===== src/rtl/shift_latch_pkg.sv =====
package shift_latch_pkg;

    // ------------------------------------------------------------------
    // Geometry and reset values
    // ------------------------------------------------------------------
    localparam int            STAGE_COUNT  = 8;
    localparam int            TAP_STAGE    = 6;
    localparam logic [7:0]    STAGES_CLEAR = 8'h00;
    localparam logic [7:0]    LATCH_RESET  = 8'h00;
    localparam logic          BIT_LOW      = 1'b0;

endpackage


===== src/rtl/serial_in_latched_parallel_out.sv =====
`timescale 1ns/1ps

// Summary of operation
// - Shift clock rise shifts up, loads stage zero
// - Cascade output takes previous stage six value
// - Latch clock rise copies stages into latch
// - Simultaneous clocks latch pre-shift contents
// - Clear low zeroes stages and cascade output
// - Clear leaves storage latch untouched
// - Latch clock during clear loads zeros
// - Enable low drives latch onto outputs
// - Enable high floats outputs; cascade stays driven
module serial_in_latched_parallel_out
#(
    parameter int WIDTH = shift_latch_pkg::STAGE_COUNT
)
(
    input  wire logic             clock,
    input  wire logic             rst,
    input  wire logic             shift_clock_in,
    input  wire logic             latch_clock_in,
    input  wire logic             serial_in,
    input  wire logic             clear_n,
    input  wire logic             output_enable_n,
    output logic [WIDTH-1:0]      parallel_out,
    output logic [WIDTH-1:0]      parallel_out_en,
    output logic                  cascade_out
);
    import shift_latch_pkg::*;

    // ------------------------------------------------------------------
    // Edge detection of the pin clocks
    // ------------------------------------------------------------------
    // Pin clocks are sampled on the system clock, so edges are found by
    // comparing with the previous sample; pulses that span no rising system clock edge are lost.
    logic             shift_clock_prev;
    logic             latch_clock_prev;
    logic             shift_rise;
    logic             latch_rise;
    logic [WIDTH-1:0] shift_stage_bits;

    always_ff @(posedge clock or posedge rst)
    begin
        if (rst)
        begin
            shift_clock_prev <= BIT_LOW;
            latch_clock_prev <= BIT_LOW;
        end
        else
        begin
            shift_clock_prev <= shift_clock_in;
            latch_clock_prev <= latch_clock_in;
        end
    end

    assign shift_rise = shift_clock_in & ~shift_clock_prev;
    assign latch_rise = latch_clock_in & ~latch_clock_prev;

    // ------------------------------------------------------------------
    // Shift stages
    // ------------------------------------------------------------------
    // Clear acts at once on the stages, independent of the pin clocks;
    // here it is a level seen each system clock, so it dominates shifting.
    always_ff @(posedge clock or posedge rst)
    begin
        if (rst)
        begin
            shift_stage_bits <= WIDTH'(STAGES_CLEAR);
        end
        else if (!clear_n)
        begin
            shift_stage_bits <= WIDTH'(STAGES_CLEAR);
        end
        else if (shift_rise)
        begin
            shift_stage_bits <= {shift_stage_bits[WIDTH-2:0], serial_in};
        end
    end

    // ------------------------------------------------------------------
    // Cascade output
    // ------------------------------------------------------------------
    always_ff @(posedge clock or posedge rst)
    begin
        if (rst)
        begin
            cascade_out <= BIT_LOW;
        end
        else if (!clear_n)
        begin
            cascade_out <= BIT_LOW;
        end
        else if (shift_rise)
        begin
            cascade_out <= shift_stage_bits[WIDTH-2];
        end
    end

    // ------------------------------------------------------------------
    // Storage latch and output drivers
    // ------------------------------------------------------------------
    // The latch reads the stages before this cycle's shift lands, so tied
    // clocks leave it one pulse behind. Clear itself never touches it.
    always_ff @(posedge clock or posedge rst)
    begin
        if (rst)
        begin
            parallel_out <= WIDTH'(LATCH_RESET);
        end
        else if (latch_rise)
        begin
            if (!clear_n)
            begin
                parallel_out <= WIDTH'(STAGES_CLEAR);
            end
            else
            begin
                parallel_out <= shift_stage_bits;
            end
        end
    end

    always_ff @(posedge clock or posedge rst)
    begin
        if (rst)
        begin
            parallel_out_en <= '0;
        end
        else
        begin
            parallel_out_en <= {WIDTH{~output_enable_n}};
        end
    end

endmodule


===== config.mk =====
export PLATFORM = sky130hd
export DESIGN_NAME = serial_in_latched_parallel_out
export DESIGN_NICKNAME = d
export VERILOG_FILES = /design/src/rtl/shift_latch_pkg.sv /design/src/rtl/serial_in_latched_parallel_out.sv
export SDC_FILE = /design/constraint.sdc
export NUM_CORES = 1
export LEC_CHECK = 0
export BUFFER_PORTS_ARGS = -buffer_cell sky130_fd_sc_hd__buf_2
export CORE_AREA = 2 2 45 47
export DETAILED_ROUTE_END_ITERATION = 12
export DIE_AREA = 0 0 47 49
export GPL_TIMING_DRIVEN = 0
export PLACE_DENSITY = 0.69
export REMOVE_ABC_BUFFERS = 1
export SKIP_LAST_GASP = 1
export SYNTH_ARGS = -nofsm -noshare
export SYNTH_HDL_FRONTEND = slang
export SYNTH_SLANG_ARGS = --single-unit

===== constraint.sdc =====
create_clock -name clock -period 1.05 [get_ports clock]
set_input_delay 0.105 -clock clock [delete_from_list [all_inputs] [get_ports clock]]
set_output_delay 0.105 -clock clock [all_outputs]
set_load 0.03 [all_outputs]

# == Word level (Yosys, flattened, before mapping) ==
# Cells that the tools add are included.
# word_totals
register_bits,20
latch_bits,0
mem_bits_rw,0
romBits,0
input_bits,7
output_inout_bits,17
elab_cells,17
mem_count,0
# classes
n_addsub,0
n_mul,0
n_div,0
n_lt_le_gt_ge,0
n_eq_ne,1
shifts,0
muxes,5
bitwise,5
n_reduce_logical,0
# op_table
operator,count
8-bit two-way mux,3
1-bit NOT,3
1-bit bitwise AND,2
1-bit two-way mux,2
2-bit by 1-bit inequality test with 1-bit output (second input constant),1

# == Longest topological paths before layout ==
# Gate-level depths: netlist (run 1).
# logic_depth
ltp_word,4
ltp_mapped,3

# == Worst setup path before layout (run 1) ==
# No wires, ideal clock.
# synth_timing
kind,flip-flop to output port
from,register parallel_out_en[0] (netlist name)
to,output port parallel_out_en[1]
arrival_time_ns,0.813
path_slack_ns,0.132
stages_incl_launch_ff,2
path_buffers,1
cell_sequence,dfrtp_1 > buf_4
# synth_rtl
item,line_no,rtl
to (decl),serial_in_latched_parallel_out.sv:26,"output logic [WIDTH-1:0] parallel_out_en,"
# No word-level cell between the ends.

# == Worst setup path after layout (run 1) ==
# layout_timing
from,register parallel_out_en[0] (netlist name)
to,output port parallel_out_en[0]
# No word-level cell between the ends.

==> results of run 1 <==
[worst min path at each step]
stage | start | end | cells after the start
detailed placement | shift_clock_in | shift_clock_prev | 1
CTS | serial_in | shift_stage_bits[0] | 3
finish | serial_in | shift_stage_bits[0] | 3
floorplan | rst | latch_clock_prev | 1
global route | serial_in | shift_stage_bits[0] | 3
global placement | shift_clock_in | shift_clock_prev | 1
[logic make-up (layout without fill, tap and decap cells)]
group,after synthesis,after routing,synth area share (%)
flip-flops,19,19,58.4
multiplexers,16,16,19.7
buffers and inverters,20,43,14.4
AND/OR/NAND/NOR,11,11,7.53
[placed cells by master, fill, tap and decap left out]
| master | synthesis | routed |
|---|---|---|
| buf_2 | 0 | 22 |
| dfrtp_1 | 19 | 18 |
| mux2i_1 | 16 | 16 |
| nand2_1 | 9 | 9 |
| inv_1 | 10 | 9 |
| dlygate4sd3_1 | 0 | 4 |
| clkbuf_4 | 0 | 3 |
| nor2b_4 | 2 | 2 |
| buf_12 | 0 | 2 |
| clkinvlp_4 | 0 | 1 |
| clkinv_2 | 0 | 1 |
| buf_4 | 7 | 1 |
| dfrtp_2 | 0 | 1 |
[power groups by stage]
| stage | Combinational, mW | Sequential, mW | Clock [mW] |
|---|---|---|---|
| after detailed placement | 0.130 | 0.766 | 0 |
| after global routing | 0.170 | 0.754 | 0.418 |
| after floorplan | 0.0468 | 0.804 | 0 |
| after global placement | 0.129 | 0.765 | 0 |
| final | 0.159 | 0.752 | 0.356 |
| after CTS | 0.142 | 0.752 | 0.371 |
[final cells by class]
cell class              instances  area [um2]  area share (%)
multi-input cells              27         221            22.2
repair buffers                 29         198            19.8
inverters                      10        41.3            4.14
flip-flops and latches         19         477            47.7
clock inverters                 1        5.00           0.501
well taps                      27        33.8            3.38
clock buffers                   3        22.5            2.26
[state kept, by name, summed over array words and instances (netlist names)]
signal / cells
latch_clock_prev: 1
shift_stage_bits: 8
parallel_out: 8
shift_clock_prev: 1
parallel_out_en: 1
[cells in the mapped netlist]
cell       n
inv_1     10
nor2b_4    2
mux2i_1   16
nand2_1    9
buf_4      7
clkbuf_2   1
dfrtp_1   19
buf_6      2
[layer usage]
layer	vias to the layer above	GRT usage (%)	wire, um
met5	-	0	0
met4	0	5.56	0
met3	0	3.33	76
met2	18	18.7	579
met1	244	17.7	574
li1	245	-	-
[what timing repair did]
item	in CTS	in global routing
gates cloned	0	0
hold buffers	4	0
buffers inserted	0	2
endpoints found under the setup margin	8	24
endpoints found under the hold margin	22	0
gates resized for setup	2	1
[through the flow]
step | util [%] | worst slack, ns | setup TNS (ns) | hold slack, ns
after global placement | 48.0 | 0.0535 | 0 | 0.228
final | 54.2 | 0.0183 | 0 | 0.0612
after floorplan | - | -0.772 | -6.18 | 0.0561
after global routing | 54.2 | -0.0422 | -0.292 | 0.0513
after detailed placement | 48.0 | 0.0396 | 0 | 0.231
after CTS | 51.8 | 0.000881 | 0 | 0.0588
==> results by group, run 1 <==
GRT
  • Vias in the first global route: approximately 500
  • Global-route wire length before repair: between 2 and 2.5 mm
  • Largest net degree at the start of global routing: 20
  • Initial antenna violation count: 0
  • Total congestion overflow: 0
  • Tot GR Track Use: about an eighth

CTS
  • Clock Path Buffers: 2
  • Worst skew pair latency: a little under 0.3 ns
  • Sink Count: 19
  • Root buf cell: clkbuf_4
  • CTS tree: done
  • Clk pin slew, worst setup/hold paths: 0.11 ns
  • Cts bufs inserted: 3
  • H-Tree Depth: 1

Route
  • Routed via count: 507
  • Drt first pass iters: 2
  • Via density per instance: roughly 4.4
  • Routed Antenna Nets: 0
  • # DRC: 0
  • 1st-iter DRT viols: 1
  • Routed wire per std cell: 10.6 um
  • Final WL: 1.23 mm

Setup path
  • Critical-path cell list: buf_2
  • RR Endpoint: shift_stage_bits[7]
  • Req. time, crit path: around 0.94 ns
  • Buf+Inv Stages, Crit Path: 1
  • Reg-to-Reg Start: shift_clock_prev
  • Crit path kind: flip-flop to output port
  • CP Depth: 1
  • Slowest stage delay, CP: roughly 0.45 ns
  • R2R setup slack: 0.08 ns
  • CP startpoint: parallel_out_en[0]
  • CP delay by family, top: flip-flops
  • Critical path fanouts, max: 8
  • CP startpoint kind: flip-flop
  • Slowest CP cell: dfrtp_2
  • R2r worst-path depth: 3
  • Critical path endpoint: parallel_out_en[0]
  • Worst EP arrival: around 0.93 ns
  • CP Capture Type: output port

Cells and area
  • Finished Cell Area: around 1000 um2
  • Post-route insts no fill: 116
  • Area grow syn2layout: 22.6%
  • Final net count: between 90 and 100
  • Share of layout cells above drive strength 1: between 30% and 40%
  • Fillers: 183
  • Ant. Diodes: 0

Flow run
  • Max-cap violations: 0

Placed design
  • Placed Area: about 880 um2
  • Routability cong.: about 0.65
  • Dpl cells: approximately 110
  • Hpwl dp: about 850 um
  • Number of port buffers: 23

Die
  • Width of the die: ~47 um
  • Core Box Area: about 0.0018 mm2
  • Initial Util: around 44%
  • Die area: ~0.0023 mm2
  • Die Span Y: roughly 50 um
  • Num ports: 24
  • Row Count: 16

Outcome
  • Outcome: complete, no violations

Synthesis
  • Yosys top cell area share: about three fifths
  • Post-synthesis sequential area ratio: just under 60%
  • Synth Area per Inst: 12.3 um2
  • Cell taking the most area after synthesis: dfrtp_1
  • Synth unique cells: 8
  • Most area-consuming cells after synthesis: dfrtp_1 58%, mux2i_1 20%, buf_4 6.5%
  • Post-Syn Area: between 800 and 900 um2
  • Post-Syn Instances: 66
  • #FFs+latches synth: 19
  • YS warnings: 0

Pwr
  • Clock power share: between 20% and 30%
  • Gate power share: between 10% and 20%
  • Sequential fraction of design power: around three fifths
  • Worst vdd ir: a little under 700 uV
  • Overall power: 1.27 mW
  • PD cells: 1270 mW/mm2
  • Sw Share: roughly 25%
  • Leak: roughly 0.5 nW
  • Net switching power: about 320 uW
  • Int Power: approximately 950 uW

STA
  • Fin crit share: about 98%
  • Final min period: about 1.0 ns
  • Fmax: 969 MHz
  • Final setup skew: 0.00792 ns
  • Worst-Margin Slew: slightly below 0.4 ns
  • Final setup vio count: 0
  • Fin. Hold Viols: 0
  • RSZ-0062 raised after global routing: yes
  • Slew Viols, Final: 0
  • Max_slew headroom: between 70% and 80%

Worst hold path
  • HP Class: input pin to flip-flop
No activity file was read; power rests on OpenSTA's default activity.
==> run 2: changes to the inputs <==
--- a/config.mk
+++ b/config.mk
@@ -11,6 +11,7 @@
 export DIE_AREA = 0 0 47 49
 export GPL_TIMING_DRIVEN = 0
 export PLACE_DENSITY = 0.69
+export RECOVER_POWER = 50
 export REMOVE_ABC_BUFFERS = 1
 export SKIP_LAST_GASP = 1
 export SYNTH_ARGS = -nofsm -noshare
==> run 2 against run 1 <==
Effect of this change: routed wire length about the same; register-to-register slack about the same; flip-flop and latch count unchanged; sequential power about the same; highest routed layer unchanged; first-iteration DRC count unchanged; setup slack unchanged; total power about the same; critical path depth unchanged; fmax unchanged.
==> results by group, run 2 (same netlist as run 1, synthesis figures left out) <==
Setup path
  • CP Capture Type: output port
  • Slowest stage delay, CP: 0.45 ns (about the same)
  • CP startpoint kind: flip-flop
  • Crit path kind: flip-flop to output port
  • Critical path fanouts, max: 8 (unchanged)
  • Buf+Inv Stages, Crit Path: 1 (unchanged)
  • Req. time, crit path: 0.94 ns (about the same)
  • Worst EP arrival: 0.93 ns (about the same)
  • CP delay by family, top: flip-flops
  • Critical-path cell list: buf_2
  • Slowest CP cell: dfrtp_2

CTS
  • Cts bufs inserted: 3 (unchanged)
  • Worst skew pair latency: 0.29 ns (about the same)
  • Clock Path Buffers: 2 (unchanged)
  • CTS tree: done
  • Root buf cell: clkbuf_4
  • Clk pin slew, worst setup/hold paths: 0.11 ns (about the same)
  • H-Tree Depth: 1 (unchanged)
  • Sink Count: 19 (unchanged)

Die
  • Num ports: 24 (unchanged)
  • Row Count: 16 (unchanged)
  • Core Box Area: 0.00184 mm2 (unchanged)
  • Die Span Y: 49 um (unchanged)
  • Die area: 0.00230 mm2 (unchanged)
  • Width of the die: 47 um (unchanged)
  • Initial Util: 44.2% (unchanged)

Route
  • Drt first pass iters: 2 (unchanged)
  • 1st-iter DRT viols: 1 (unchanged)
  • Final WL: 1.23 mm (about the same)
  • Via density per instance: 4.37 (unchanged)
  • Routed via count: 507 (unchanged)
  • Routed Antenna Nets: 0 (unchanged)
  • # DRC: 0 (unchanged)
  • Routed wire per std cell: 10.6 um (about the same)

Worst hold path
  • HP Class: input pin to flip-flop

GRT
  • Tot GR Track Use: 12.8% (unchanged)
  • Vias in the first global route: 509 (unchanged)
  • Largest net degree at the start of global routing: 20 (unchanged)
  • Initial antenna violation count: 0 (unchanged)
  • Global-route wire length before repair: 2.14 mm (unchanged)
  • Total congestion overflow: 0 (unchanged)

Cells and area
  • Share of layout cells above drive strength 1: 36.0% (-1.1 points)
  • Top flop regs: parallel_out (8), shift_stage_bits (8)
  • Final net count: 97 (unchanged)
  • Most common cell after layout, fill and taps aside: buf_2
  • Ant. Diodes: 0 (unchanged)
  • Area grow syn2layout: 22.4%
  • Post-Route Utilization: 54.1% (-0.068 points)
  • Post-route insts no fill: 116 (unchanged)
  • Most frequent cells in the layout: 21 x buf_2, 18 x dfrtp_1, 16 x mux2i_1, 9 x nand2_1, 9 x inv_1

STA
  • Final setup skew: 0.00792 ns (unchanged)
  • Slew Viols, Final: 0 (unchanged)
  • Fin crit share: 98.3% (unchanged)
  • Max_slew headroom: 73.5% (about the same)
  • Worst-Margin Slew: 0.397 ns (-0.000323 ns)
  • Final min period: 1.03 ns (unchanged)
  • RSZ-0062 raised after global routing: yes
  • Fin. Hold Viols: 0 (unchanged)
  • Final setup vio count: 0 (unchanged)
  • Fmax: 969 MHz (unchanged)

Flow run
  • Max-cap violations: 0 (unchanged)

Placed design
  • Hpwl dp: 847 um (unchanged)
  • Dpl cells: 106 (unchanged)
  • Routability cong.: 0.650 (unchanged)
  • Number of port buffers: 23 (unchanged)

Pwr
  • Worst vdd ir: 682 uV (about the same)
  • Leak: 0.508 nW (-0.54%)
  • PD cells: 1270 mW/mm2 (about the same)

Outcome
  • Outcome: complete, no violations
## run 2: metrics by stage
stage | worst slack [ns] | power [mW] | TNS, ns | instance area [um2] | hold WS, ns
floorplan | -0.772 | 0.850 | -6.18 | 734 | 0.0561
global placement | 0.0535 | 0.894 | 0 | 883 | 0.228
detailed placement | 0.0396 | 0.895 | 0 | 883 | 0.231
CTS | 0.000881 | 1.27 | 0 | 955 | 0.0588
global route | -0.0422 | 1.34 | -0.292 | 997 | 0.0513
finish | 0.0183 | 1.27 | 0 | 997 | 0.0612
## run 2: final timing paths
path	startpoint	endpoint	slack (ns)	depth (start not counted)
setup / recovery	parallel_out_en[0]	parallel_out_en[0]	0.02	1
hold / removal	serial_in	shift_stage_bits[0]	0.06	3
setup reg to reg	shift_clock_prev	shift_stage_bits[7]	0.08	3
hold reg to reg	parallel_out[3]	parallel_out[3]	0.52	2
max in group asynchronous	rst	parallel_out_en[0]	0.44	3
min in group asynchronous	rst	shift_stage_bits[0]	0.34	3
## run 2: final cells by class
cell class	instances	area (um2)
clock buffer	3	22.5
timing repair buffer	29	196
fill	184	845
inverter	10	41.3
sequential	19	477
tap	27	33.8
clock inverter	1	5.00
multi-input combinational	27	221
## run 2: power by group
group	internal, mW	leakage, nW	total, mW	switching [mW]
Sequential	0.743	0.257	0.752	0.00890
Combinational	0.0667	0.233	0.159	0.0919
Clock	0.141	0.0177	0.356	0.215
Total	0.951	0.508	1.27	0.316
## run 2: what timing repair did
item                       4_1_cts  5_1_grt
setup endpoints to repair        8       24
gates resized for setup          2        1
hold buffers                     4        0
buffers inserted                 0        2
gates cloned                     0        0
hold endpoints to repair        22        0
## run 2: metal layers
metal,up-vias,global-route usage (%),wire length [um]
met3,0,3.33,75
met1,244,17.7,576
met2,18,18.7,579
met4,0,5.56,0
met5,-,0,0
li1,245,-,-
==> run 3: changes to the inputs <==
--- a/config.mk
+++ b/config.mk
@@ -5,6 +5,7 @@
 export SDC_FILE = /design/constraint.sdc
 export NUM_CORES = 1
 export LEC_CHECK = 0
+export ABC_CLOCK_PERIOD_IN_PS = 1000
 export BUFFER_PORTS_ARGS = -buffer_cell sky130_fd_sc_hd__buf_2
 export CORE_AREA = 2 2 45 47
 export DETAILED_ROUTE_END_ITERATION = 12
@@ -13,6 +14,7 @@
 export PLACE_DENSITY = 0.69
 export RECOVER_POWER = 50
 export REMOVE_ABC_BUFFERS = 1
+export SETUP_SLACK_MARGIN = 0.15
 export SKIP_LAST_GASP = 1
 export SYNTH_ARGS = -nofsm -noshare
 export SYNTH_HDL_FRONTEND = slang
==> constraint.sdc (replaced) <==
create_clock -name clock -period 1 [get_ports clock]
set_input_delay 0.1 -clock clock [delete_from_list [all_inputs] [get_ports clock]]
set_output_delay 0.1 -clock clock [all_outputs]
set_load 0.03 [all_outputs]
==> run 3 against run 2 <==
Effect of this change: the flow now finishes with violations (hold timing, setup timing); clock-buffer cell count did not move; flip-flop and latch count did not move; clock skew fell by 0.0012 ns; setup slack got worse by 0.044 ns; global-route usage rose by 0.073 points; register-to-register slack got worse by 0.04 ns; combinational power rose by 4%; largest cell class unchanged; highest routed layer unchanged.
==> results by group, run 3 (same netlist as run 1, synthesis figures left out) <==
STA
  • Max_slew headroom: 54.3% (-19 points)
  • Slew Viols, Final: 0 (unchanged)
  • Final min period: a little over 1 ns
  • Fin crit share: 103%
  • Setup TNS: -0.187 ns (-0.187 ns)
  • Final setup vio count: 8 (+8)
  • Fin. Hold Viols: 19 (+19)
  • Fmax: 975 MHz
  • RSZ-0062 raised after global routing: yes
  • Final setup skew: 0.00675 ns (-0.00116 ns)
  • Worst-Margin Slew: 0.685 ns (+0.288 ns)
  • Setup ws final: -0.0255 ns (-0.0438 ns)
  • Hold slack final: -0.106 ns (-0.167 ns)

Die
  • Die area: 0.00230 mm2 (unchanged)
  • Core Box Area: 0.00184 mm2 (unchanged)
  • Width of the die: 47 um (unchanged)
  • Num ports: 24 (unchanged)
  • Die Span Y: 49 um (unchanged)
  • Initial Util: 44.2% (unchanged)
  • Row Count: 16 (unchanged)

Placed design
  • Routability cong.: 0.650 (unchanged)
  • Hpwl dp: 847 um (unchanged)
  • Number of port buffers: 23 (unchanged)

Setup path
  • Worst EP arrival: 0.93 ns (about the same)
  • CP startpoint kind: flip-flop
  • Critical path fanouts, max: 8 (unchanged)
  • Slowest stage delay, CP: 0.45 ns (about the same)
  • CP startpoint: parallel_out_en[0]
  • CP Capture Type: output port
  • Critical path endpoint: parallel_out_en[0]
  • Crit path kind: flip-flop to output port
  • CP delay by family, top: flip-flops
  • R2r worst-path depth: 3 (unchanged)
  • Buf+Inv Stages, Crit Path: 1 (unchanged)
  • Reg-to-Reg Start: shift_clock_prev
  • Critical-path cell list: buf_2
  • Req. time, crit path: 0.90 ns (-0.04 ns)
  • CP Depth: 1 (unchanged)
  • RR Endpoint: shift_stage_bits[7]
  • Slowest CP cell: dfrtp_2
  • R2R setup slack: 0.04 ns (-0.04 ns)

Cells and area
  • Share of layout cells above drive strength 1: 36.4% (+0.41 points)
  • Area of the multi-input gates: 221 um2 (unchanged)
  • Final net count: 96 (-1.0%)
  • Fillers: 178 (-3.3%)
  • Area grow syn2layout: 27.8%
  • Sequential Area: 477 um2 (unchanged)
  • Most common cell after layout, fill and taps aside: dfrtp_1
  • Ant. Diodes: 0 (unchanged)
  • Top flop regs: parallel_out (8), shift_stage_bits (8)
  • Most frequent cells in the layout: 18 x dfrtp_1, 16 x mux2i_1, 13 x buf_2, 10 x inv_1

CTS
  • Worst skew pair latency: 0.29 ns (about the same)
  • Clock Path Buffers: 2 (unchanged)
  • Sink Count: 19 (unchanged)
  • Hold-fix buffers, CTS: 3 (-1)
  • Root buf cell: clkbuf_4
  • CTS tree: done
  • Clk pin slew, worst setup/hold paths: 0.11 ns (about the same)
  • Cts bufs inserted: 3 (unchanged)
  • H-Tree Depth: 1 (unchanged)

Route
  • Drt first pass iters: 2 (unchanged)
  • Routed via count: 504 (-0.59%)
  • Routed Antenna Nets: 0 (unchanged)
  • Via density per instance: 4.38 (+0.27%)
  • Routed wire per std cell: 10.6 um (-0.11%)
  • # DRC: 0 (unchanged)
  • 1st-iter DRT viols: 1 (unchanged)
  • Final WL: 1.22 mm (-0.98%)

Pwr
  • Leak: 0.517 nW (+1.8%)
  • PD cells: 1280 mW/mm2 (+0.39%)
  • Worst vdd ir: 734 uV (+7.6%)

GRT
  • Vias in the first global route: 517 (+1.6%)
  • Global-route wire length before repair: 2.15 mm (+0.28%)
  • Tot GR Track Use: 12.9% (+0.073 points)
  • Largest net degree at the start of global routing: 20 (unchanged)
  • Initial antenna violation count: 0 (unchanged)
  • Total congestion overflow: 0 (unchanged)

Worst hold path
  • HP Class: input pin to async pin

Flow run
  • Max-cap violations: 0 (unchanged)

Outcome
  • Outcome: complete, but fails checks
  • Failing checks: hold timing, setup timing
[run 3: cell types whose count changed in the layout (fill, tap and decap cells not counted), sizes merged]
cell,previous run,this run
clkbuf,4,3
clkinvlp,1,0
dlygate4sd3,4,3
buf,24,25
inv,9,10
[run 3: stage by stage]
stage / area, um2 / instances / util [%] / worst slack (ns) / power, mW
2_1_floorplan: 734 / 56 / - / -0.817 / 0.893
3_3_place_gp: 883 / 106 / 48.0 / 0.00349 / 0.938
3_5_place_dp: 883 / 106 / 48.0 / -0.0104 / 0.940
4_1_cts: 1040 / 115 / 56.5 / -0.0441 / 1.35
5_1_grt: 1040 / 115 / 56.5 / -0.0872 / 1.41
6_report: 1040 / 115 / 56.5 / -0.0255 / 1.33
[run 3: worst min path at each step]
stage	to	slack (ns)	depth (start not counted)
after detailed placement	shift_clock_prev	0.23	1
final	shift_stage_bits[0]	-0.11	2
after floorplan	latch_clock_prev	0.05	1
after CTS	parallel_out[0]	-0.09	2
after global routing	shift_stage_bits[0]	-0.06	2
after global placement	shift_clock_prev	0.22	1
[run 3: layout make-up]
class / instances / area share (%)
clock buffer: 3 / 2.16
tap: 27 / 3.25
multi-input combinational: 27 / 21.3
sequential: 19 / 45.8
inverter: 10 / 3.61
timing repair buffer: 28 / 23.4
clock inverter: 1 / 0.481
[run 3: metal layers]
metal,wire [um],GRT usage (%)
met5,0,0
met1,572,17.5
met3,65,3.33
met4,0,5.56
met2,580,19.2
[run 3: repair_timing]
item | 4_1_cts | 5_1_grt
hold endpoints to repair | 22 | 19
setup buffers | 2 | 0
resized for setup | 20 | 0
setup endpoints to repair | 33 | 33
[run 3: power breakdown]
| group | internal, mW | total, mW | switching, mW |
|---|---|---|---|
| Combinational | 0.0708 | 0.165 | 0.0947 |
| Clock | 0.148 | 0.372 | 0.224 |
| Sequential | 0.780 | 0.790 | 0.00980 |
| Total | 0.999 | 1.33 | 0.328 |
